## src/wave_out_regs.vh

```
`ifndef WAVE_OUT_REGS_VH
`define WAVE_OUT_REGS_VH

// Range reference source codes
`define REF_FIXED_10V 3'h0
`define REF_FIXED_5V 3'h1
`define REF_EXT_IN0 3'h2
`define REF_EXT_IN1 3'h3
`define REF_OTHER_CH 3'h4

// Range offset source codes
`define OFS_GROUND 3'h0
`define OFS_FIXED_5V 3'h1
`define OFS_EXT_IN0 3'h2
`define OFS_EXT_IN1 3'h3
`define OFS_OTHER_CH 3'h4

// Range field width per channel: 3-bit source plus 2-bit channel index
`define RANGE_SRC_W 3
`define RANGE_CH_W 2
`define RANGE_FIELD_W 5

// Timing mode codes
`define MODE_SW_TIMED 2'h0
`define MODE_HW_BUFFERED 2'h1
`define MODE_HW_DIRECT 2'h2

// Regeneration codes
`define REGEN_STANDARD 2'h0
`define REGEN_ONBOARD 2'h1
`define REGEN_NONE 2'h2

// Default start-to-run delay in timebase ticks
`define START_DELAY_DEFAULT 16'h0002

`endif

```

## src/sample_fifo.v

```verilog
`include "wave_out_regs.vh"

module sample_fifo #(
    parameter WIDTH = 64,
    parameter DEPTH = 16,
    parameter AW = 4
) (
    input wire clk,
    input wire rst_n,
    // Write side
    input wire wr_valid,
    input wire [WIDTH-1:0] wr_data,
    output wire wr_ready,
    // Read side
    input wire rd_pop,
    output wire [WIDTH-1:0] rd_data,
    output wire rd_valid,
    // Replay control
    input wire replay,
    input wire flush,
    output wire [AW:0] level
);

    reg [WIDTH-1:0] mem_ff [0:DEPTH-1];
    reg [AW-1:0] wr_ptr_ff;
    reg [AW-1:0] rd_ptr_ff;
    reg [AW:0] count_ff;
    reg [AW:0] loaded_ff;
    reg [AW:0] replay_idx_ff;

    wire full = (count_ff == DEPTH);
    wire do_wr = wr_valid && !full;
    wire do_rd = rd_pop && rd_valid;

    function [AW-1:0] inc_ptr;
        input [AW-1:0] p;
        begin
            inc_ptr = (p == DEPTH - 1) ? {AW{1'b0}} : p + 1'b1;
        end
    endfunction

    assign wr_ready = !full;
    assign rd_data = mem_ff[rd_ptr_ff];
    assign rd_valid = replay ? (loaded_ff != 0) : (count_ff != 0);
    assign level = count_ff;

    always @(posedge clk) begin
        if (do_wr) begin
            mem_ff[wr_ptr_ff] <= wr_data;
        end
    end

    always @(posedge clk or negedge rst_n) begin
        if (!rst_n) begin
            wr_ptr_ff <= {AW{1'b0}};
            rd_ptr_ff <= {AW{1'b0}};
            count_ff <= {(AW+1){1'b0}};
            loaded_ff <= {(AW+1){1'b0}};
            replay_idx_ff <= {(AW+1){1'b0}};
        end else if (flush) begin
            wr_ptr_ff <= {AW{1'b0}};
            rd_ptr_ff <= {AW{1'b0}};
            count_ff <= {(AW+1){1'b0}};
            loaded_ff <= {(AW+1){1'b0}};
            replay_idx_ff <= {(AW+1){1'b0}};
        end else begin
            if (do_wr) begin
                wr_ptr_ff <= inc_ptr(wr_ptr_ff);
            end
            if (replay) begin
                // Stored samples stay; read position wraps to the first one
                loaded_ff <= count_ff;
                if (do_rd) begin
                    if (replay_idx_ff + 1'b1 >= loaded_ff) begin // [RQ21]
                        replay_idx_ff <= {(AW+1){1'b0}};
                        rd_ptr_ff <= wr_ptr_ff - count_ff[AW-1:0];
                    end else begin
                        replay_idx_ff <= replay_idx_ff + 1'b1;
                        rd_ptr_ff <= inc_ptr(rd_ptr_ff);
                    end
                end
                if (do_wr) begin
                    count_ff <= count_ff + 1'b1;
                end
            end else begin
                replay_idx_ff <= {(AW+1){1'b0}};
                if (do_rd) begin
                    rd_ptr_ff <= inc_ptr(rd_ptr_ff);
                end
                case ({do_wr, do_rd})
                    2'b10: count_ff <= count_ff + 1'b1;
                    2'b01: count_ff <= count_ff - 1'b1;
                    default: count_ff <= count_ff;
                endcase
            end
        end
    end

endmodule

```

## src/waveform_output_sequencer.v

```verilog
`include "wave_out_regs.vh"

// Behaviour
// (RQ1) Two or four channels, one shared clock
// (RQ2) Each sample clock pops one sample
// (RQ3) Per-channel reference: 10V, 5V, external, other
// (RQ4) Per-channel offset: ground, 5V, external, other
// (RQ5) Channel never its own offset
// (RQ6) Channel never its own reference
// (RQ7) Simplest variant: fixed ground offset, 10V
// (RQ8) Software timed: one update per command
// (RQ9) Hardware rate from internal or external clock
// (RQ10) Buffered: host blocks fill buffer, single pops
// (RQ11) Finite mode stops after programmed count
// (RQ12) Continuous mode runs until stop
// (RQ13) Standard regeneration accepts refills without interruption
// (RQ14) Onboard regeneration replays, rejects later writes
// (RQ15) Host ensures waveform fits the buffer
// (RQ16) Non-regeneration flags underflow, never repeats
// (RQ17) Direct mode writes host value to converters
// (RQ18) Start and pause triggers, digital or analog
// (RQ19) Pause blocks new samples, finishes current
// (RQ20) Internal clock: start delay, default two ticks
// (RQ21) Onboard replay wraps to first sample
module waveform_output_sequencer #(
    parameter NUM_CH = 4,
    parameter CODE_W = 16,
    parameter FIFO_DEPTH = 16,
    parameter FIFO_AW = 4,
    parameter COUNT_W = 32,
    parameter DIV_W = 16,
    parameter FIXED_RANGE = 0
) (
    input wire clk,
    input wire rst_n,
    // Configuration
    input wire [1:0] timing_mode,
    input wire finite_mode,
    input wire [1:0] regen_mode,
    input wire [COUNT_W-1:0] sample_count,
    input wire ext_clock_sel,
    input wire [DIV_W-1:0] clock_divisor,
    input wire [DIV_W-1:0] start_delay,
    input wire [NUM_CH*`RANGE_FIELD_W-1:0] ref_sel,
    input wire [NUM_CH*`RANGE_FIELD_W-1:0] ofs_sel,
    // Commands and triggers
    input wire arm,
    input wire stop,
    input wire sw_update,
    input wire dig_start_trig,
    input wire ana_start_trig,
    input wire trig_src_analog,
    input wire dig_pause_trig,
    input wire ana_pause_trig,
    input wire timebase_tick,
    input wire ext_sample_clk,
    // Host sample stream
    input wire host_valid,
    input wire [NUM_CH*CODE_W-1:0] host_data,
    output reg host_ready,
    // Converter side
    output reg [NUM_CH*CODE_W-1:0] dac_code,
    output reg dac_update,
    output reg [NUM_CH*`RANGE_SRC_W-1:0] ref_route,
    output reg [NUM_CH*`RANGE_CH_W-1:0] ref_route_ch,
    output reg [NUM_CH*`RANGE_SRC_W-1:0] ofs_route,
    output reg [NUM_CH*`RANGE_CH_W-1:0] ofs_route_ch,
    // Status
    output reg running,
    output reg done,
    output reg underflow
);

    localparam ST_IDLE = 4'b0001;
    localparam ST_ARMED = 4'b0010;
    localparam ST_DELAY = 4'b0100;
    localparam ST_RUN = 4'b1000;
    localparam DW = NUM_CH * CODE_W;

    reg [3:0] state_ff;
    reg [3:0] nxt_state;
    reg [DIV_W-1:0] tick_cnt_ff;
    reg [DIV_W-1:0] nxt_tick_cnt;
    reg [COUNT_W-1:0] emitted_ff;
    reg load_done_ff;
    reg [DW-1:0] direct_ff;
    reg direct_full_ff;

    wire start_ev = trig_src_analog ? ana_start_trig : dig_start_trig; // [RQ18]
    wire pause_lv = trig_src_analog ? ana_pause_trig : dig_pause_trig; // [RQ18]
    wire buffered = (timing_mode == `MODE_HW_BUFFERED);
    wire direct = (timing_mode == `MODE_HW_DIRECT);
    wire sw_mode = (timing_mode == `MODE_SW_TIMED);
    wire onboard = buffered && (regen_mode == `REGEN_ONBOARD);
    wire run_st = (state_ff == ST_RUN);

    // Sample clock: internal divider or external edge, gated by pause
    wire int_edge = timebase_tick && (tick_cnt_ff == {DIV_W{1'b0}});
    wire raw_clk = ext_clock_sel ? ext_sample_clk : int_edge; // [RQ9]
    wire hw_edge = run_st && !sw_mode && raw_clk && !pause_lv; // [RQ19]

    wire fifo_wr_ready;
    wire [DW-1:0] fifo_rd_data;
    wire fifo_rd_valid;
    wire [FIFO_AW:0] fifo_level;
    wire fifo_pop = hw_edge && buffered && fifo_rd_valid; // [RQ2]
    wire fifo_flush = (state_ff == ST_IDLE) && arm;
    // Onboard replay: further writes refused once loading has finished
    wire fifo_wr = buffered && host_valid && !(onboard && load_done_ff); // [RQ14]
    wire last_sample = finite_mode && (emitted_ff + 1'b1 >= sample_count); // [RQ11]
    wire sample_emit = fifo_pop || (hw_edge && direct && direct_full_ff);
    // Direct slot takes a word only on a visible handshake, so the host never skips one
    wire direct_take = direct && host_valid && host_ready && !direct_full_ff; // [RQ17]
    wire direct_emit = hw_edge && direct && direct_full_ff;
    wire nxt_direct_full = direct_take || (direct_full_ff && !direct_emit);

    sample_fifo #(
        .WIDTH(DW),
        .DEPTH(FIFO_DEPTH),
        .AW(FIFO_AW)
    ) u_fifo (
        .clk(clk),
        .rst_n(rst_n),
        .wr_valid(fifo_wr),
        .wr_data(host_data),
        .wr_ready(fifo_wr_ready),
        .rd_pop(fifo_pop),
        .rd_data(fifo_rd_data),
        .rd_valid(fifo_rd_valid),
        .replay(onboard && load_done_ff), // [RQ14]
        .flush(fifo_flush),
        .level(fifo_level)
    );

    // Legal range route: self routing falls back to the fixed default
    function [`RANGE_FIELD_W-1:0] legal_route;
        input [`RANGE_FIELD_W-1:0] sel;
        input integer ch;
        input is_ref;
        reg [`RANGE_SRC_W-1:0] src;
        reg [`RANGE_CH_W-1:0] oc;
        begin
            src = sel[`RANGE_FIELD_W-1:`RANGE_CH_W];
            oc = sel[`RANGE_CH_W-1:0];
            legal_route = sel;
            if (FIXED_RANGE != 0) begin
                legal_route = {is_ref ? `REF_FIXED_10V : `OFS_GROUND, {`RANGE_CH_W{1'b0}}};
            end else if (src > `REF_OTHER_CH) begin
                legal_route = {is_ref ? `REF_FIXED_10V : `OFS_GROUND, {`RANGE_CH_W{1'b0}}};
            end else if (src == `REF_OTHER_CH && (oc == ch[`RANGE_CH_W-1:0] || oc >= NUM_CH)) begin
                legal_route = {is_ref ? `REF_FIXED_10V : `OFS_GROUND, {`RANGE_CH_W{1'b0}}};
            end
        end
    endfunction

    integer i;
    always @(posedge clk or negedge rst_n) begin
        if (!rst_n) begin
            ref_route <= {(NUM_CH*`RANGE_SRC_W){1'b0}};
            ref_route_ch <= {(NUM_CH*`RANGE_CH_W){1'b0}};
            ofs_route <= {(NUM_CH*`RANGE_SRC_W){1'b0}};
            ofs_route_ch <= {(NUM_CH*`RANGE_CH_W){1'b0}};
        end else begin
            for (i = 0; i < NUM_CH; i = i + 1) begin
                {ref_route[i*`RANGE_SRC_W +: `RANGE_SRC_W],
                 ref_route_ch[i*`RANGE_CH_W +: `RANGE_CH_W]} <=
                    legal_route(ref_sel[i*`RANGE_FIELD_W +: `RANGE_FIELD_W], i, 1'b1); // [RQ3] [RQ6] [RQ7]
                {ofs_route[i*`RANGE_SRC_W +: `RANGE_SRC_W],
                 ofs_route_ch[i*`RANGE_CH_W +: `RANGE_CH_W]} <=
                    legal_route(ofs_sel[i*`RANGE_FIELD_W +: `RANGE_FIELD_W], i, 1'b0); // [RQ4] [RQ5] [RQ7]
            end
        end
    end

    always @* begin
        nxt_state = state_ff;
        nxt_tick_cnt = tick_cnt_ff;
        case (state_ff)
            ST_IDLE: begin
                if (arm && !sw_mode) begin
                    nxt_state = ST_ARMED;
                end
            end
            ST_ARMED: begin
                if (stop) begin
                    nxt_state = ST_IDLE;
                end else if (start_ev) begin
                    if (ext_clock_sel) begin
                        nxt_state = ST_RUN;
                    end else begin
                        nxt_state = ST_DELAY; // [RQ20]
                        nxt_tick_cnt = start_delay;
                    end
                end
            end
            ST_DELAY: begin
                if (stop) begin
                    nxt_state = ST_IDLE;
                end else if (timebase_tick) begin
                    if (tick_cnt_ff <= 1) begin
                        // Next tick issues the first update
                        nxt_state = ST_RUN; // [RQ20]
                        nxt_tick_cnt = {DIV_W{1'b0}};
                    end else begin
                        nxt_tick_cnt = tick_cnt_ff - 1'b1;
                    end
                end
            end
            ST_RUN: begin
                if (timebase_tick) begin
                    nxt_tick_cnt = (tick_cnt_ff == {DIV_W{1'b0}}) ?
                        clock_divisor - 1'b1 : tick_cnt_ff - 1'b1;
                end
                if (stop) begin
                    nxt_state = ST_IDLE; // [RQ12]
                end else if (sample_emit && last_sample) begin
                    nxt_state = ST_IDLE; // [RQ11]
                end
            end
            default: nxt_state = ST_IDLE;
        endcase
    end

    always @(posedge clk or negedge rst_n) begin
        if (!rst_n) begin
            state_ff <= ST_IDLE;
            tick_cnt_ff <= {DIV_W{1'b0}};
            emitted_ff <= {COUNT_W{1'b0}};
            load_done_ff <= 1'b0;
            direct_ff <= {DW{1'b0}};
            direct_full_ff <= 1'b0;
            dac_code <= {DW{1'b0}};
            dac_update <= 1'b0;
            host_ready <= 1'b0;
            running <= 1'b0;
            done <= 1'b0;
            underflow <= 1'b0;
        end else begin
            state_ff <= nxt_state;
            tick_cnt_ff <= nxt_tick_cnt;
            running <= (nxt_state == ST_RUN);
            dac_update <= 1'b0;
            // Standard regeneration keeps taking refills while running
            host_ready <= sw_mode || (direct && !nxt_direct_full) ||
                (buffered && fifo_wr_ready && !(onboard && load_done_ff)); // [RQ13] [RQ10]
            if (fifo_flush) begin
                emitted_ff <= {COUNT_W{1'b0}};
                load_done_ff <= 1'b0;
                underflow <= 1'b0;
                done <= 1'b0;
                direct_full_ff <= 1'b0;
            end
            if (onboard && start_ev && state_ff == ST_ARMED) begin
                load_done_ff <= 1'b1; // [RQ14]
            end
            if (sw_mode && sw_update && host_valid) begin
                dac_code <= host_data; // [RQ8]
                dac_update <= 1'b1; // [RQ1]
            end
            if (direct_take) begin
                direct_ff <= host_data;
                direct_full_ff <= 1'b1;
            end
            if (fifo_pop) begin
                dac_code <= fifo_rd_data; // [RQ2] [RQ1]
                dac_update <= 1'b1;
            end else if (hw_edge && direct && direct_full_ff) begin
                dac_code <= direct_ff; // [RQ17]
                dac_update <= 1'b1;
                direct_full_ff <= 1'b0;
            end else if (hw_edge && (buffered || direct) &&
                         regen_mode == `REGEN_NONE) begin
                underflow <= 1'b1; // [RQ16]
            end
            if (sample_emit) begin
                emitted_ff <= emitted_ff + 1'b1;
            end
            if (run_st && nxt_state == ST_IDLE && !stop) begin
                done <= 1'b1;
            end
        end
    end

endmodule

```

## config.mk

```make
export PLATFORM = sky130hd
export DESIGN_NAME = waveform_output_sequencer
export DESIGN_NICKNAME = d
export VERILOG_FILES = /design/src/sample_fifo.v /design/src/waveform_output_sequencer.v
export VERILOG_INCLUDE_DIRS = /design/src
export SDC_FILE = /design/constraint.sdc
export NUM_CORES = 2
export LEC_CHECK = 0
export BUFFER_PORTS_ARGS = -buffer_cell sky130_fd_sc_hd__buf_2
export CORE_UTILIZATION = 61
export CTS_BUF_LIST = sky130_fd_sc_hd__clkbuf_16
export CTS_CLUSTER_DIAMETER = 50
export DETAILED_ROUTE_END_ITERATION = 16
export PLACE_DENSITY = 0.9
export SLEW_MARGIN = 0
export SYNTH_ARGS = -nofsm -noshare
export SYNTH_HDL_FRONTEND = slang
export SYNTH_SLANG_ARGS = --single-unit
```

## constraint.sdc

```tcl
create_clock -name clk -period 10.1 [get_ports clk]
set_input_delay 1.01 -clock clk [delete_from_list [all_inputs] [get_ports clk]]
set_output_delay 1.01 -clock clk [all_outputs]
set_load 0.02 [all_outputs]
```

==> out/metrics.yaml <==
timing:
  finClkSkew_ns: 0.03143
  hold_viol: 0
  rsz0062_at_grt: "no"
  worst_pin_slew_ns: 1.310
  layout_min_cycle_time_ns: 4.539
  slew-limit-headroom_pct: 12.68
  finalSetupViolCount: 0
  finalMaxSlewViolations: 0
  finalCritPeriodShare_pct: 44.94
  fmax_mhz: 220.3
  fin_tns_setup_ns: 0
power_and_ir_drop:
  power.leakage_nw: 20.56
  p_switching_mw: 2.795
  seqPwrFrac_pct: 52.6
  ir_drop_mv: 0.1835
  p_sw_share_pct: 24.24
  combPwrFrac_pct: 7.0
  powerDensity_nw_per_um2: 195.3
  pwr-share-clk_pct: 40.5
  internal_power_mw: 8.739
global_route:
  antenna_found_initial: 19
  grt.total_usage_pct: 34.69
  gr-total-overflow: 0
  grt_max_degree: 118
  grt_pass1_wl_um: 216400
  grt_pass1_vias: 33336
worst_setup_path:
  cp-end-kind: "flip-flop"
  cp_top_family: "simple AND/OR/NAND/NOR gates"
  max_stage_delay_ns: 0.95
  critPathKind: "primary input to flip-flop"
  r2r_start: "tick_cnt_ff[0]$_DFFE_PN0P_"
  worstPathArrival_ns: 5.22
  crit_buf_inv: 3
  crit_slowest_cell: "nand2_4"
  crit_start: "timing_mode[1]"
  critPathMostFrequentCell: "nand2_4"
  critPathMaxFanout: 71
  required_ns: 10.78
  crit_chain: "buf_2 > inv_1 > ha_1 > and4b_1 > o21ai_1 > nand2_4 > buf_4 > nand2_4 > o22ai_1 > o22a_1"
  critPathLaunchType: "primary input"
cts:
  cts_resized: 0
  cts_setup_buffers: 0
  root_buffer: "clkbuf_16"
  cts_sinks: 1274
  numCtsBuffers: 130
  clkTransAtPathRegs_ns: 0.07
  cts_tree: "built"
  cts.htree.levels: 4
  cts_hold_buffers: 0
  cts_buffer_depth: 3
  worstSkewPairLatency_ns: 0.77
floorplan:
  start_util_pct: 61.98
  coreArea_sq_um: 84220
  die_x_um: 294.5
  die_h_um: 294.5
  io_pins: 296
  rows: 106
  design.die.area_sq_um: 86750
route:
  drcViolationCount: 0
  drtAntennaViolNets: 0
  first_pass_iters: 7
  drt_iter0_markers: 5022
  drt-total-wl_um: 148000
  num_vias: 32956
  routedWlPerCell_um: 32.38
  via_per_inst: 7.208
synth:
  synthFlopType: "edfxtp_1"
  syn-mean-instance-area_sq_um: 17.25
  synth_area_sq_um: 52200
  synth-async-reset-ratio_pct: 19.62
  syn-instance-count: 3027
  netlist-cell-type-count: 81
  synth_warnings: 0
  ys_seq_area_share_pct: 70.89
  ys_ff_latch: 1274
  synth_enable_flop_cells: 1024
  syn_nets: 3270
worst_hold_path:
  min_path_type: "primary input to asynchronous set/reset pin"
finish:
  final_util_pct: 70.11
  fillers: 4625
  nNetsFinal: 3568
  drive_above_1_share_pct: 26.22
  stdcell_count: 4572
  finalInstanceArea_sq_um: 59040
  synthToLayoutAreaGrowth_pct: 13.11
place:
  dp_cells: 4327
  gp_congestion: 0.8705
  placed_area_sq_um: 54910
  portBuffers: 295
  place_hpwl_um: 72240
run:
  cap_violations: 0
run_status:
  outcome: "complete, no violations"
-- cell type report --
class	count	area (sq um)	area share (%)
sequential	1274	37010	62.69
multi-input combinational	1508	14350	24.30
clock buffer	131	3278	5.552
timing repair buffer	345	1887	3.196
tap	1134	1419	2.403
clock inverter	108	837.1	1.418
inverter	66	247.7	0.4196
antenna	6	15.01	0.02543
-- final timing paths --
kind / end / slack (ns) / cells past startpoint
max: dac_code[39]$_DFFE_PN0P_ / 5.56 / 10
min: tick_cnt_ff[2]$_DFFE_PN0P_ / 0.29 / 1
min reg2reg: underflow$_DFF_PN0_ / 0.49 / 1
min in group clk: ofs_route[8]$_DFF_PN0_ / 0.46 / 2
max in group asynchronous: direct_ff[30]$_DFFE_PN0P_ / 7.65 / 3
max reg2reg: dac_code[39]$_DFFE_PN0P_ / 5.58 / 10
-- cells in the mapped netlist (all sizes together), types with 7 or more instances --
library cell | n | share of area (%)
nand2 | 161 | 1.2
ha | 55 | 1.3
xor2 | 24 | 0.40
inv | 66 | 0.47
o22ai | 66 | 0.79
a21o | 20 | 0.29
a22o | 72 | 1.2
o21ai | 58 | 0.56
a221oi | 65 | 1.1
and3 | 16 | 0.19
o211ai | 8 | 0.12
nand4 | 13 | 0.16
buf | 56 | 0.58
nor2b | 28 | 0.34
nand2b | 8 | 0.096
mux4 | 256 | 11
edfxtp | 1024 | 59
and2 | 25 | 0.30
or3 | 8 | 0.096
xnor2 | 30 | 0.50
mux2 | 67 | 1.4
nor2 | 135 | 0.99
o31ai | 12 | 0.18
clkbuf | 123 | 0.89
o22a | 64 | 1.1
nor3 | 105 | 1.0
a21oi | 56 | 0.54
nor4 | 15 | 0.22
dfrtp | 249 | 12
or4 | 7 | 0.10
nand3 | 41 | 0.39
-- per-layer routing --
layer	track usage (%)	part of all wire, %
met1	42.13	32
met2	55.78	49
met3	9.042	12
met4	21.85	6.6
met5	0	0.096
-- sequential cells by signal, summed over array words and instances, names as in the netlist, 4 cells and up --
signal                cells
u_fifo.loaded_ff          5
u_fifo.mem_ff          1024
tick_cnt_ff              16
dac_code                 64
emitted_ff               32
u_fifo.rd_ptr_ff          4
ofs_route                12
u_fifo.replay_idx_ff      5
u_fifo.wr_ptr_ff          4
u_fifo.level              5
state_ff                  4
direct_ff                64
ref_route                12
ofs_route_ch              8
ref_route_ch              8
-- cells in the final DEF, fill, tap and decap left out, types with 22 or more instances in the layout --
cell type | Yosys | layout
dfrtp_1 | 249 | 247
o21ai_0 | 49 | 49
a22o_1 | 72 | 72
nand2_1 | 160 | 158
o22ai_1 | 66 | 66
clkbuf_16 | 0 | 131
edfxtp_1 | 1024 | 1024
inv_1 | 66 | 95
mux4_2 | 256 | 256
nor2b_1 | 28 | 26
buf_2 | 36 | 294
xnor2_1 | 30 | 30
o22a_1 | 64 | 64
buf_4 | 8 | 48
a21oi_1 | 55 | 55
clkinv_1 | 0 | 26
nor2_1 | 134 | 129
a221oi_1 | 65 | 65
clkinv_2 | 0 | 22
nand3_1 | 41 | 40
mux2_2 | 67 | 67
xor2_1 | 24 | 24
nor3_1 | 104 | 100
ha_1 | 55 | 55
-- through the flow --
step | hold slack, ns | power, mW | worst slack [ns]
finish | 0.2932 | 11.53 | 5.561
global route | 0.3400 | 11.79 | 5.509
CTS | 0.3003 | 11.53 | 5.767
detailed placement | 0.4718 | 6.906 | 5.247
global placement | 0.4701 | 6.845 | 5.373
floorplan | 0.4793 | 6.542 | 1.144
-- cell families after synthesis --
kind of cell / share of synthesized area (%)
flip-flops: 70.89
multiplexers: 12.60
AO/OA/AOI/OAI: 6.757
AND/OR/NAND/NOR: 5.549
buffers and inverters: 1.937
XOR/XNOR: 0.9060
adder cells (fa/ha/maj): 1.357
-- power by group through the flow --
stage / registers [mW] / logic (mW) / clock network [mW]
after floorplan: 6.16 / 0.378 / 0
after global placement: 6.13 / 0.719 / 0
after detailed placement: 6.14 / 0.763 / 0
after CTS: 6.05 / 0.792 / 4.68
after global routing: 6.07 / 0.855 / 4.87
final: 6.06 / 0.802 / 4.67
Power figures use the tool's default switching activity.
